## src/hdl/crs_pkg.sv

```systemverilog
// package: constants and types for the cpu register set
package crs_pkg;
   localparam int          ADDR_W    = 8;
   localparam logic [6:0]  STK_PAGE  = 7'b000_0011;
   localparam logic [12:0] STK_INIT  = 13'h00FF;
   localparam logic [2:0]  FP_UPPER  = 3'h0;
   localparam logic [2:0]  FLG_UPPER = 3'h7;
   localparam logic [7:0]  HI_ZERO   = 8'h00;
   localparam logic [3:0]  CNT_CALL  = 4'h2;
   localparam logic [3:0]  CNT_INTR  = 4'h5;
   localparam logic [3:0]  CNT_RET   = 4'h5;
   localparam logic [3:0]  CNT_LAST  = 4'h1;
   // flag bit positions
   localparam int          F_H = 4;
   localparam int          F_I = 3;
   localparam int          F_N = 2;
   localparam int          F_Z = 1;
   localparam int          F_C = 0;
   // debug register byte addresses
   localparam logic [7:0]  REG_CTRL  = 8'h00;
   localparam logic [7:0]  REG_CORE  = 8'h04;
   localparam logic [7:0]  REG_FETCH = 8'h08;
   localparam logic [1:0]  RESP_OKAY = 2'b00;
   localparam logic [1:0]  RESP_SLV  = 2'b10;

   typedef enum logic [2:0] {ALU_NONE, ALU_ADD, ALU_ADC, ALU_SUB, ALU_SBC,
      ALU_LOAD, ALU_SHIFT, ALU_PROD} crs_alu_e;
   typedef enum logic [2:0] {STK_NONE, STK_PUSH, STK_PULL, STK_RELOAD,
      STK_CALL, STK_INTR, STK_IRET} crs_stk_e;
   typedef enum logic [1:0] {FP_HOLD, FP_INC, FP_LOAD} crs_fp_e;
   typedef enum logic [2:0] {FLG_NONE, FLG_SEI, FLG_CLI, FLG_CLC, FLG_SEC,
      FLG_RESTORE, FLG_CARRY} crs_flg_e;
   typedef enum logic [1:0] {EA_NONE, EA_IX0, EA_IX1, EA_IX2} crs_ea_e;
   typedef enum logic [3:0] {ST_IDLE = 4'b0001, ST_PUSH = 4'b0010,
      ST_PULL = 4'b0100, ST_VEC = 4'b1000} crs_st_e;

   // one cycle command from the sequencer
   typedef struct packed {
      logic        acc_we;
      logic [7:0]  acc_d;
      logic        idx_we;
      logic [7:0]  idx_d;
      crs_alu_e    alu_op;
      logic [7:0]  alu_b;
      logic        cin_ext;
      crs_stk_e    stk_op;
      crs_fp_e     fetch_op;
      logic [12:0] fetch_d;
      crs_flg_e    flg_op;
      logic [7:0]  flg_d;
      crs_ea_e     ea_mode;
      logic [15:0] ea_off;
   } crs_cmd_s;

   // registered view toward the sequencer
   typedef struct packed {
      logic [7:0]  acc;
      logic [7:0]  idx;
      logic [12:0] stack_ptr;
      logic [15:0] fetch_pointer;
      logic [7:0]  flags;
      logic [15:0] ea;
      logic        ea_valid;
      logic [15:0] stk_addr;
      logic        push_stb;
      logic        pull_stb;
      logic [3:0]  stk_left;
      logic        vec_fetch;
      logic        busy;
      logic [1:0]  pend;
      logic        irq_take;
   } crs_view_s;
endpackage : crs_pkg
```

## src/hdl/crs_core.sv

```systemverilog
// module: programmer-visible register set with debug axi4-lite view
`timescale 1ns/100ps
module crs_core
   import crs_pkg::*;
(
   // clock and reset
   input  wire logic              aclk,
   input  wire logic              aresetn,
   // sequencer side
   input  wire crs_cmd_s          cmd,
   input  wire logic              timer_irq_req,
   input  wire logic              ext_irq_req,
   output crs_view_s              view,
   // axi4-lite write
   input  wire logic [ADDR_W-1:0] s_axi_awaddr,
   input  wire logic              s_axi_awvalid,
   output logic                   s_axi_awready,
   input  wire logic [31:0]       s_axi_wdata,
   input  wire logic [3:0]        s_axi_wstrb,
   input  wire logic              s_axi_wvalid,
   output logic                   s_axi_wready,
   output logic [1:0]             s_axi_bresp,
   output logic                   s_axi_bvalid,
   input  wire logic              s_axi_bready,
   // axi4-lite read
   input  wire logic [ADDR_W-1:0] s_axi_araddr,
   input  wire logic              s_axi_arvalid,
   output logic                   s_axi_arready,
   output logic [31:0]            s_axi_rdata,
   output logic [1:0]             s_axi_rresp,
   output logic                   s_axi_rvalid,
   input  wire logic              s_axi_rready
);

   typedef struct packed {
      crs_view_s         v;
      crs_st_e           st;
      logic              intr;
      logic              gate;
      logic              aw_full;
      logic [ADDR_W-1:0] aw_addr;
      logic              w_full;
      logic              w_bit;
      logic              w_strb;
      logic              awready;
      logic              wready;
      logic              bvalid;
      logic [1:0]        bresp;
      logic              arready;
      logic              rvalid;
      logic [31:0]       rdata;
      logic [1:0]        rresp;
   } crs_state_s;

   crs_state_s s;
   crs_state_s n;

   // whole next state in one place
   always_comb begin
      logic [8:0]  sum;
      logic [4:0]  half;
      logic [15:0] prod;
      logic        cy;
      logic [7:0]  res;
      logic        nz_upd;
      sum    = 9'h000;
      half   = 5'h00;
      prod   = 16'h0000;
      cy     = s.v.flags[F_C];
      res    = s.v.acc;
      nz_upd = 1'b0;
      n      = s;
      n.v.ea_valid  = 1'b0;
      n.v.push_stb  = 1'b0;
      n.v.pull_stb  = 1'b0;
      n.v.vec_fetch = 1'b0;

      // plain register loads
      if (cmd.acc_we) begin
         n.v.acc = cmd.acc_d;
      end
      if (cmd.idx_we) begin
         n.v.idx = cmd.idx_d;
      end

      // alu flag generation; alu write beats a plain load
      case (cmd.alu_op)
         ALU_ADD, ALU_ADC: begin
            if (cmd.alu_op == ALU_ADD) begin
               cy = 1'b0;
            end
            sum  = {1'b0, s.v.acc} + {1'b0, cmd.alu_b} + {8'h00, cy};
            half = {1'b0, s.v.acc[3:0]} + {1'b0, cmd.alu_b[3:0]}
                   + {4'h0, cy};
            res  = sum[7:0];
            n.v.flags[F_H] = half[4];
            n.v.flags[F_C] = sum[8];
            nz_upd = 1'b1;
         end
         ALU_SUB, ALU_SBC: begin
            if (cmd.alu_op == ALU_SUB) begin
               cy = 1'b0;
            end
            sum = {1'b0, s.v.acc} - {1'b0, cmd.alu_b} - {8'h00, cy};
            res = sum[7:0];
            n.v.flags[F_C] = sum[8]; // borrow out of bit 7
            nz_upd = 1'b1;
         end
         ALU_LOAD: begin
            res    = cmd.alu_b; // logical and data moves
            nz_upd = 1'b1;
         end
         ALU_SHIFT: begin
            res    = cmd.alu_b;
            n.v.flags[F_C] = cmd.cin_ext;
            nz_upd = 1'b1;
         end
         ALU_PROD: begin
            prod  = s.v.acc * s.v.idx;
            n.v.idx = prod[15:8];
            n.v.acc = prod[7:0];
            n.v.flags[F_H] = 1'b0;
            n.v.flags[F_C] = 1'b0;
         end
         default: begin
         end
      endcase
      if (nz_upd) begin
         n.v.acc = res;
         n.v.flags[F_N] = res[7];
         n.v.flags[F_Z] = (res == 8'h00);
      end

      // explicit flag instructions
      case (cmd.flg_op)
         FLG_SEI:     n.v.flags[F_I] = 1'b1;
         FLG_CLI:     n.v.flags[F_I] = 1'b0;
         FLG_CLC:     n.v.flags[F_C] = 1'b0;
         FLG_SEC:     n.v.flags[F_C] = 1'b1;
         FLG_CARRY:   n.v.flags[F_C] = cmd.cin_ext;
         FLG_RESTORE: n.v.flags[4:0] = cmd.flg_d[4:0];
         default: begin
         end
      endcase

      // fetch pointer, top bits never move
      case (cmd.fetch_op)
         FP_INC: begin
            n.v.fetch_pointer[12:0] = s.v.fetch_pointer[12:0]
                                      + 13'h0001;
         end
         FP_LOAD: n.v.fetch_pointer[12:0] = cmd.fetch_d;
         default: begin
         end
      endcase

      // effective address one cycle after the request
      case (cmd.ea_mode)
         EA_IX0: begin
            n.v.ea = {HI_ZERO, s.v.idx};
            n.v.ea_valid = 1'b1;
         end
         EA_IX1: begin
            n.v.ea = {HI_ZERO, s.v.idx} + {HI_ZERO, cmd.ea_off[7:0]};
            n.v.ea_valid = 1'b1;
         end
         EA_IX2: begin
            n.v.ea = cmd.ea_off + {HI_ZERO, s.v.idx};
            n.v.ea_valid = 1'b1;
         end
         default: begin
         end
      endcase

      // stack sequencer; only six low bits move, so it wraps
      case (s.st)
         ST_IDLE: begin
            case (cmd.stk_op)
               STK_PUSH: begin
                  n.v.stk_addr = {3'h0, s.v.stack_ptr};
                  n.v.stack_ptr[5:0] = s.v.stack_ptr[5:0] - 6'h01;
                  n.v.push_stb = 1'b1;
               end
               STK_PULL: begin
                  n.v.stack_ptr[5:0] = s.v.stack_ptr[5:0] + 6'h01;
                  n.v.stk_addr = {3'h0, n.v.stack_ptr};
                  n.v.pull_stb = 1'b1;
               end
               STK_RELOAD: n.v.stack_ptr = STK_INIT;
               STK_CALL: begin
                  n.v.stk_left = CNT_CALL;
                  n.st = ST_PUSH;
               end
               STK_INTR: begin
                  n.v.stk_left = CNT_INTR;
                  n.intr = 1'b1;
                  n.st = ST_PUSH;
                  // serve the external request first
                  if (s.v.pend[1]) begin
                     n.v.pend[1] = 1'b0;
                  end else begin
                     n.v.pend[0] = 1'b0;
                  end
               end
               STK_IRET: begin
                  n.v.stk_left = CNT_RET;
                  n.st = ST_PULL;
               end
               default: begin
               end
            endcase
         end
         ST_PUSH: begin
            n.v.stk_addr = {3'h0, s.v.stack_ptr};
            n.v.stack_ptr[5:0] = s.v.stack_ptr[5:0] - 6'h01;
            n.v.push_stb = 1'b1;
            n.v.stk_left = s.v.stk_left - 4'h1;
            if (s.v.stk_left == CNT_LAST) begin
               n.st = s.intr ? ST_VEC : ST_IDLE;
            end
         end
         ST_PULL: begin
            n.v.stack_ptr[5:0] = s.v.stack_ptr[5:0] + 6'h01;
            n.v.stk_addr = {3'h0, n.v.stack_ptr};
            n.v.pull_stb = 1'b1;
            n.v.stk_left = s.v.stk_left - 4'h1;
            if (s.v.stk_left == CNT_LAST) begin
               n.st = ST_IDLE;
            end
         end
         ST_VEC: begin
            n.v.flags[F_I] = 1'b1;
            n.v.vec_fetch = 1'b1;
            n.intr = 1'b0;
            n.st = ST_IDLE;
         end
         default: n.st = ST_IDLE;
      endcase
      n.v.stack_ptr[12:6] = STK_PAGE;
      n.v.busy = (n.st != ST_IDLE);

      // requests latch; a new one wins over the clear
      if (ext_irq_req) begin
         n.v.pend[1] = 1'b1;
      end
      if (timer_irq_req) begin
         n.v.pend[0] = 1'b1;
      end
      n.v.irq_take = (|n.v.pend) && !n.v.flags[F_I] && s.gate
                     && (n.st == ST_IDLE);

      // axi write: address and data in either order
      if (s_axi_awvalid && s.awready) begin
         n.aw_full = 1'b1;
         n.aw_addr = s_axi_awaddr;
      end
      if (s_axi_wvalid && s.wready) begin
         n.w_full = 1'b1;
         n.w_bit  = s_axi_wdata[0];
         n.w_strb = s_axi_wstrb[0];
      end
      if (s.bvalid && s_axi_bready) begin
         n.bvalid = 1'b0;
      end
      if (s.aw_full && s.w_full && !s.bvalid) begin
         n.aw_full = 1'b0;
         n.w_full  = 1'b0;
         n.bvalid  = 1'b1;
         n.bresp   = RESP_OKAY;
         // the view registers are read only
         if (s.aw_addr == REG_CTRL) begin
            if (s.w_strb) begin
               n.gate = s.w_bit;
            end
         end else if (s.aw_addr != REG_CORE && s.aw_addr != REG_FETCH) begin
            n.bresp = RESP_SLV;
         end
      end
      n.awready = !n.aw_full;
      n.wready  = !n.w_full;

      // axi read, one outstanding
      if (s.rvalid && s_axi_rready) begin
         n.rvalid = 1'b0;
      end
      if (s_axi_arvalid && s.arready) begin
         n.rvalid = 1'b1;
         n.rresp  = RESP_OKAY;
         case (s_axi_araddr)
            REG_CTRL:  n.rdata = {31'h0000_0000, s.gate};
            REG_CORE:  n.rdata = {s.v.flags, s.v.idx, s.v.acc,
                                  s.v.pend, s.v.stack_ptr[5:0]};
            REG_FETCH: n.rdata = {16'h0000, s.v.fetch_pointer};
            default: begin
               n.rdata = 32'h0000_0000;
               n.rresp = RESP_SLV;
            end
         endcase
      end
      n.arready = !n.rvalid;

      // sync reset; mask set and stack reloaded
      if (!aresetn) begin
         n = '0;
         n.st = ST_IDLE;
         n.v.stack_ptr = STK_INIT;
         n.v.fetch_pointer[15:13] = FP_UPPER;
         n.v.flags[7:5] = FLG_UPPER;
         n.v.flags[F_I] = 1'b1;
         n.awready = 1'b1;
         n.wready  = 1'b1;
         n.arready = 1'b1;
      end
   end

   // the only state register
   always_ff @(posedge aclk) begin
      s <= n;
   end

   // outputs come straight from the state flops; no core address decode
   assign view          = s.v;
   assign s_axi_awready = s.awready;
   assign s_axi_wready  = s.wready;
   assign s_axi_bvalid  = s.bvalid;
   assign s_axi_bresp   = s.bresp;
   assign s_axi_arready = s.arready;
   assign s_axi_rvalid  = s.rvalid;
   assign s_axi_rdata   = s.rdata;
   assign s_axi_rresp   = s.rresp;
endmodule // crs_core

```

## config.mk

```make
export PLATFORM = sky130hd
export DESIGN_NAME = crs_core
export DESIGN_NICKNAME = d
export VERILOG_FILES = /design/src/hdl/crs_pkg.sv /design/src/hdl/crs_core.sv
export SDC_FILE = /design/constraint.sdc
export NUM_CORES = 1
export LEC_CHECK = 0
export ABC_AREA = 0
export BUFFER_PORTS_ARGS = -buffer_cell sky130_fd_sc_hd__buf_2
export CAP_MARGIN = 5
export CELL_PAD_IN_SITES_DETAIL_PLACEMENT = 1
export CELL_PAD_IN_SITES_GLOBAL_PLACEMENT = 2
export CORE_MARGIN = 10
export CORE_UTILIZATION = 28
export DETAILED_ROUTE_END_ITERATION = 6
export GPL_TIMING_DRIVEN = 0
export HOLD_SLACK_MARGIN = 0.06
export PLACE_DENSITY_LB_ADDON = 0.1
export SLEW_MARGIN = 0
export SYNTH_ARGS = -nofsm -noshare
export SYNTH_HDL_FRONTEND = slang
export SYNTH_SLANG_ARGS = --single-unit
```

## constraint.sdc

```tcl
create_clock -name aclk -period 4.47 [get_ports aclk]
set_clock_uncertainty 0.05 [all_clocks]
set_input_delay 0.2235 -clock aclk [delete_from_list [all_inputs] [get_ports aclk]]
set_output_delay 0.2235 -clock aclk [all_outputs]
set_load 0.02 [all_outputs]
```

Word-level counts from Yosys, hierarchy flattened
Cells that the tools add are included.
{"block": "totals", "reg_bits": 150, "inputBits": 138, "wordCells": 186}
{"block": "classes", "n_addsub": 12, "mul": 1, "n_eq_ne": 39, "mux": 55, "n_reduce_logical": 44}
{"operator": "32-bit case mux with 3 select lines", "n": 1}
{"operator": "17-bit case mux with 3 select lines", "n": 1}
{"operator": "16-bit case mux with 3 select lines", "n": 1}
{"operator": "6-bit case mux with 3 select lines", "n": 2}
{"operator": "35-bit 2-to-1 mux", "n": 1}
{"operator": "16-bit case mux with 2 select lines", "n": 1}
{"operator": "3-bit == test, second input constant", "n": 10}
{"operator": "13-bit case mux with 2 select lines", "n": 1}
{"operator": "8-bit logical NOT", "n": 3}
{"operator": "8-bit 2-to-1 mux", "n": 3}
{"operator": "4-bit case mux with 2 select lines", "n": 3}
{"operator": "8-bit case mux with 3 select lines", "n": 1}
{"operator": "8-bit by 8-bit adder with 9-bit output", "n": 2}
{"operator": "3-bit by 2-bit == test with 1-bit output, second input constant", "n": 6}
{"operator": "1-bit 2-to-1 mux", "n": 18}
{"operator": "16-bit by 8-bit adder with 16-bit output", "n": 1}
{"operator": "8-bit by 8-bit multiplier with 16-bit output", "n": 1}
{"operator": "16-bit 2-to-1 mux", "n": 1}
{"operator": "2-bit 2-to-1 mux", "n": 7}
{"operator": "2-bit OR reduction", "n": 7}
{"operator": "13-bit by 1-bit adder with 13-bit output, second input constant", "n": 1}
{"operator": "4-bit by 1-bit == test with 1-bit output, second input constant", "n": 3}
{"operator": "4-bit 2-to-1 mux", "n": 3}
{"operator": "4-bit case mux with 3 select lines", "n": 1}
{"operator": "36 further kinds", "n": 72}

Logic depth before layout (Yosys ltp)
Gate-level depths: netlist of run 1.
{"block": "logic_depth", "depth_word": 8, "mapped_depth": 18, "ltp_nobuf": 17}

Worst setup path before layout of run 1
No wires, ideal clock.
{"block": "synth_timing", "path_type": "flip-flop to flip-flop", "from": "reg s, in the netlist view[90]", "to": "reg s, in the netlist view[88]", "setup_time_ns": 0.115, "arrival_ns": 4.385, "required_ns": 4.305, "path_slack_ns": -0.080, "path_stages_with_launch": 18, "n_path_buf": 1, "period_less_slack_ns": 4.550, "path_cell_list": "dfxtp_1 clkbuf_1 nand2_1 fa_1 fa_1 inv_1 fa_1 inv_1 fa_1 inv_1 ha_1 o21ai_0 a21oi_1 o211ai_1 a21oi_1 nor3_1 or3_1 and3_1"}
{"block": "synth_via", "elab_chain_cells": 2}
{"item": "start: declaration", "line_no": "crs_core.sv:55", "text": "crs_state_s s;"}
{"item": "start signal: assignment", "line_no": "crs_core.sv:318", "text": "s <= n;"}
{"item": "8-bit by 8-bit multiplier with 16-bit output", "line_no": "crs_core.sv:119", "text": "prod = s.v.acc * s.v.idx;"}
{"item": "16-bit 2-to-1 mux", "line_no": "crs_core.sv:87", "text": "case (cmd.alu_op)"}
Every way passes these cells.
A chain may end at the register's enable or synchronous reset.

Final worst setup path of run 1
{"block": "layout_timing", "from": "reg s, in the netlist view[83]", "to": "reg s, in the netlist view[88]"}
The elaborated chain is that of the path after synthesis.

==> run metrics, run 1 <==
worst path cell trace clkbuf_16 > buf_4 > and2_1 > fa_1 > fa_1 > fa_1 > inv_1 > fa_1 > inv_1 > ha_4 > o211ai_1 > a21oi_2 > nor3_2 > or3_1 > and3_1; Top delay family on crit path adder cells; Max FO, Critical Path 6; number of vias after detailed routing about 10,000; CTS tree yes; TritonRoute pass-1 iters 4; mux contribution to synthesized area 2.83%; row count 71; top area cells in the synthesized netlist dfxtp_1, buf_4, ha_1; Leak 6.57 nW; I/O Pins approximately 280; fin crit share 95.9%; CP arrival between 4000 and 5000 ps; Post-layout nets 1,911; Final Non-Filler Cells approximately 2,200; Vias/cell ~4.8; GRT Overall Usage 18.3%; total wire length 43,000 microns; Cells after DPL 2,098; filler cell count 4,644; CTS buffer count 17; worst path bufs/invs 4; syn_area_per_cell 7.89 sq um; Die Area 46,500 sq um; CP required 4770 ps; compound-gate portion of the synthesized area 17.4%; Pwr Density 314 nW/um^2; Die W 216 microns; most used cell, CP fa_1; IO buf count 210; Achievable Freq 233 MHz; final setup fails 0; max-slew violation count 0; sequential share of power 30.0%; Final Hold Fails 0; xor-xnor portion of the synthesized cell area 2.61%; Hold WS between 80 and 90 ps; Clock Tree Buf Depth 2; post-DR wirelength/cell 19.7 microns; H-Tree Level Count 4; grt total ovfl 0; clock root buffer clkbuf_16; HPWL Detailed 33,500 microns; Max stage delay on crit path 560 ps; final core occ 36.9%; Chip Height 216 microns; main combinational cell family by area after synthesis simple AND/OR/NAND/NOR gates; hold crit path type input port to flop; Main synth FF type dfxtp_1; Synth area leader dfxtp_1; asr flop ratio synth 0%; initial drt markers 521; Initial Util 28.4%; Max-Cap Viols 0; Cells after Synth 1,356; Post-synth EDFFs 0; CP max-delay cell fa_1; number of global-route vias before repair 11,100; Cell Int Power 2.74 mW; simple logic cell fraction of the synthesized area 21.2%; Logic pwr share 35.5%; final setup TNS 0 ps; Synth top area share between 20% and 30%; CP Class flop to flop; Slew Limit Headroom 24.5%; Synth warnings 0; switching power share of the total 37.2%; GPL Wtd Cong around 0.88; Worst-Skew Late Latency 450 ps; initial antenna violation count 3; top cells by count, synth buf_4, dfxtp_1, nand2_1; CORE AREA 37,700 sq um; #FFs+latches synth 130; area growth from synthesis to layout 30.0%; Detail Route Antenna Nets 0; status finished clean; top-count cell post-synth buf_4; antenna cell count 0; clock share of power roughly a third; Crit. End Element flop; Worst-Margin Slew 1130 ps; Cell variety after synth 76; clock-pin slew on the worst setup and hold paths approximately 70 ps; Seq/Total Area, Yosys between 20% and 30%; post-synthesis cell area 10,700 sq um; clock sinks between 100 and 150; P_sw around 1.6 mW; Max VDD drop 271 uV; layout cells sized above 1 29.5%; first-pass GRT wire length 66,600 microns; startpoint types flop; Synth Area in Adders 16.4%; DRC 0; largest net degree at the start of global routing 17; Final min period 4290 ps
[worst min-delay path, cell delays in order]
cell	delay, ps
buf_2	110
xor2_1	70
o21ai_0	140
[area by class of cell]
type                       count  area, sq um  area share, %
sequential                   130         2650           19.0
multi-input combinational    951         6670           47.9
buffer                       200         1480           10.6
tap                          511          639           4.59
inverter                      95          357           2.56
clock inverter                15          173           1.24
timing repair buffer         265         1520           10.9
clock buffer                  17          425           3.06
[metrics by stage]
stage	cell area, sq um	worst slack (ps)	power, mW
after floorplan	10800	15.7	2.28
after global placement	12500	-783	2.72
after detailed placement	12500	-775	2.73
after CTS	13800	8.04	4.38
after global routing	13900	-1.72	4.65
final	13900	185	4.37
[cell families (layout without fill, tap and decap cells)]
logic type,count (synthesis),after routing
and+or+nand+nor,459,459
other,2,23
muxes,29,29
DFF,130,130
xor gates and xnor gates,31,31
buffers and inverters,296,592
adders and majority gates,116,116
AOI/OAI and AO/OA,293,293
[worst paths after layout]
kind	from	depth (start not counted)	slack [ps]	end
min reg2reg	s_axi_rdata[21]	2	400	s_axi_rdata[21]
max reg2reg	view[83]	15	180	view[88]
max	view[83]	15	180	view[88]
min	cmd[9]	3	90	view[37]
[layer usage]
layer	track usage (%)	up-vias	wire (microns)
li1	-	5096	-
met1	22.6	5108	19200
met2	32.3	166	21400
met3	3.29	31	1820
met4	4.32	4	565
met5	0	-	27
[flip-flops by register name, summed over array words and instances, names as in the netlist]
name and count:
view 75, s 18, s_axi_bresp 1, s_axi_arready 1
s_axi_bvalid 1, s_axi_rdata 30, s_axi_rvalid 1, s_axi_rresp 1
s_axi_wready 1, s_axi_awready 1
[placed cells by master, fill, tap and decap left out, types with 39 or more instances in the layout]
| cell type | netlist | layout |
|---|---|---|
| buf_2 | 2 | 212 |
| buf_4 | 134 | 166 |
| nand2_1 | 121 | 120 |
| nor2_1 | 116 | 116 |
| dfxtp_1 | 130 | 116 |
| a21oi_1 | 117 | 114 |
| inv_1 | 94 | 90 |
| ha_1 | 72 | 67 |
| and2_1 | 63 | 62 |
| o21ai_0 | 49 | 46 |
| clkbuf_1 | 57 | 39 |
[power groups by stage]
stage          Sequential, mW  Combinational (mW)  Clock, mW
5_1_grt                  1.32                1.73       1.60
3_3_place_gp             1.36                1.36          0
2_1_floorplan            1.31               0.964          0
6_report                 1.31                1.55       1.51
4_1_cts                  1.31                1.53       1.54
3_5_place_dp             1.36                1.37          0
[timing repair]
| item | in CTS | in global routing |
|---|---|---|
| setup endpoints to repair | 8 | 8 |
| hold buffers | 23 | 0 |
| pin swaps | 7 | 22 |
| gates cloned | 0 | 0 |
| endpoints found under the hold margin | 22 | 0 |
| gates resized for setup | 79 | 22 |
| setup buffers | 23 | 9 |
No activity file was read; power rests on OpenSTA's default activity.
==> run 2, diff against run 1 <==
==> constraint.sdc (replaced) <==
create_clock -name aclk -period 4.47 [get_ports aclk]
set_clock_uncertainty 0.05 [all_clocks]
set_input_delay 0.447 -clock aclk [delete_from_list [all_inputs] [get_ports aclk]]
set_output_delay 0.447 -clock aclk [all_outputs]
set_load 0.02 [all_outputs]
==> run metrics, run 2 (synthesis gave the netlist of run 1 again) <==
Hold WS approximately 180 ps; final setup TNS 0 ps; Clock Tree Buf Depth 2; Vias/cell between 4 and 5; fin crit share 97.4%; Chip Height 216 microns; total wire length 42,800 microns; GPL Wtd Cong 0.879; most used routing layer met2; layout cells sized above 1 29.6%; Max VDD drop 273 uV; Initial Util 28.4%; Final Hold Fails 0; GR Util met1 22.5%; clock sinks 130; pre-CTS worst setup slack -775 ps; grt total ovfl 0; GR Util met2 32.0%; most frequent cells in the layout buf_2, buf_4, nand2_1; initial drt markers 502; CORE AREA 37,700 sq um; number of vias after detailed routing 10,300; number of global-route vias before repair 11,000; CTS buffer count 17; RSZ-0062 raised after global routing true; CP arrival about 4700 ps; Post-layout nets 1,884; antenna cell count 0; Setup WS post-layout 116 ps; post-DR wirelength/cell 19.8 microns; first-pass GRT wire length 66,100 microns; Worst-Margin Slew 1100 ps; Die W about 220 microns; Detail Route Antenna Nets 0; Slew Limit Headroom 26.8%; row count 71; Max-Cap Viols 0; CP Class flop to flop; Final min period 4350 ps; Worst-Skew Late Latency 450 ps; area growth from synthesis to layout 27.5%; fin area between 10,000 and 15,000 sq um; Pwr Total between 4 and 5 mW; CTS tree yes; Crit. End Element flop; Die Area 46,500 sq um; IO buf count 210; Pwr Density 318 nW/um^2; cell area after placement 12,500 sq um; DRC 0; largest net degree at the start of global routing 20; startpoint types flop; max-slew violation count 0; TritonRoute pass-1 iters 4; initial antenna violation count 3; CP required roughly 4800 ps; HPWL Detailed 33,500 microns; Leak 6.45 nW; M3 GR Usage 3.37%; I/O Pins 276; Achievable Freq ~230 MHz; most common cell after layout, fill and taps aside buf_2; final setup fails 0; GRT Overall Usage 18.2%; H-Tree Level Count 4; clock-pin slew on the worst setup and hold paths around 70 ps; status finished clean; clock root buffer clkbuf_16; hold crit path type input port to flop; Largest register FFs 75; Max FO, Critical Path 6
## run 2: path summary, 6_finish.rpt
kind | startpoint | end | slack, ps | cells past startpoint
setup reg to reg | view[85] | view[88] | 120 | 15
setup / recovery | view[85] | view[88] | 120 | 15
hold / removal | ext_irq_req | view[2] | 180 | 3
hold reg to reg | s_axi_rdata[17] | s_axi_rdata[17] | 400 | 2
## run 2: report_power, final
| group | internal [mW] | switching, mW |
|---|---|---|
| sequential | 1.23 | 0.0756 |
| clock | 0.840 | 0.668 |
| combinational | 0.645 | 0.875 |
| total | 2.72 | 1.62 |
## run 2: area by class of cell
cell class / instances / area (sq um)
flip-flops and latches: 130 / 2650
inverters: 95 / 357
fillers: 4651 / 24000
repair buffers: 238 / 1260
well taps: 511 / 639
plain buffers: 200 / 1480
multi-input cells: 951 / 6670
clock inverters: 15 / 173
clock buffers: 17 / 425
## run 2: metrics by stage
step	util, %	instances
2_1_floorplan	-	1377
3_3_place_gp	33.1	2098
3_5_place_dp	33.1	2098
4_1_cts	35.9	2149
5_1_grt	36.3	2157
6_report	36.3	2157
## run 2: metal layers
metal / vias up / share of wire [%]
met5: - / 0.063
met4: 4 / 1.4
met1: 5087 / 46
met2: 158 / 50
li1: 5045 / -
met3: 32 / 3.4
## run 2: worst max-delay path, cell delays in order, from the launching register on
cell	delay, ps
dfxtp_4	360
clkbuf_16	160
buf_4	140
and2_1	170
fa_1	550
fa_1	440
fa_1	550
inv_1	60
fa_1	530
inv_1	70
ha_4	300
o211ai_1	140
a21oi_2	220
nor3_2	80
or3_1	290
and3_1	140
## run 2: repair_timing
action	in CTS	in global routing
endpoints found under the setup margin	9	7
hold buffers	0	0
gates resized for setup	80	18
pin swaps	7	17
buffers inserted	20	8
hold endpoints to repair	0	0
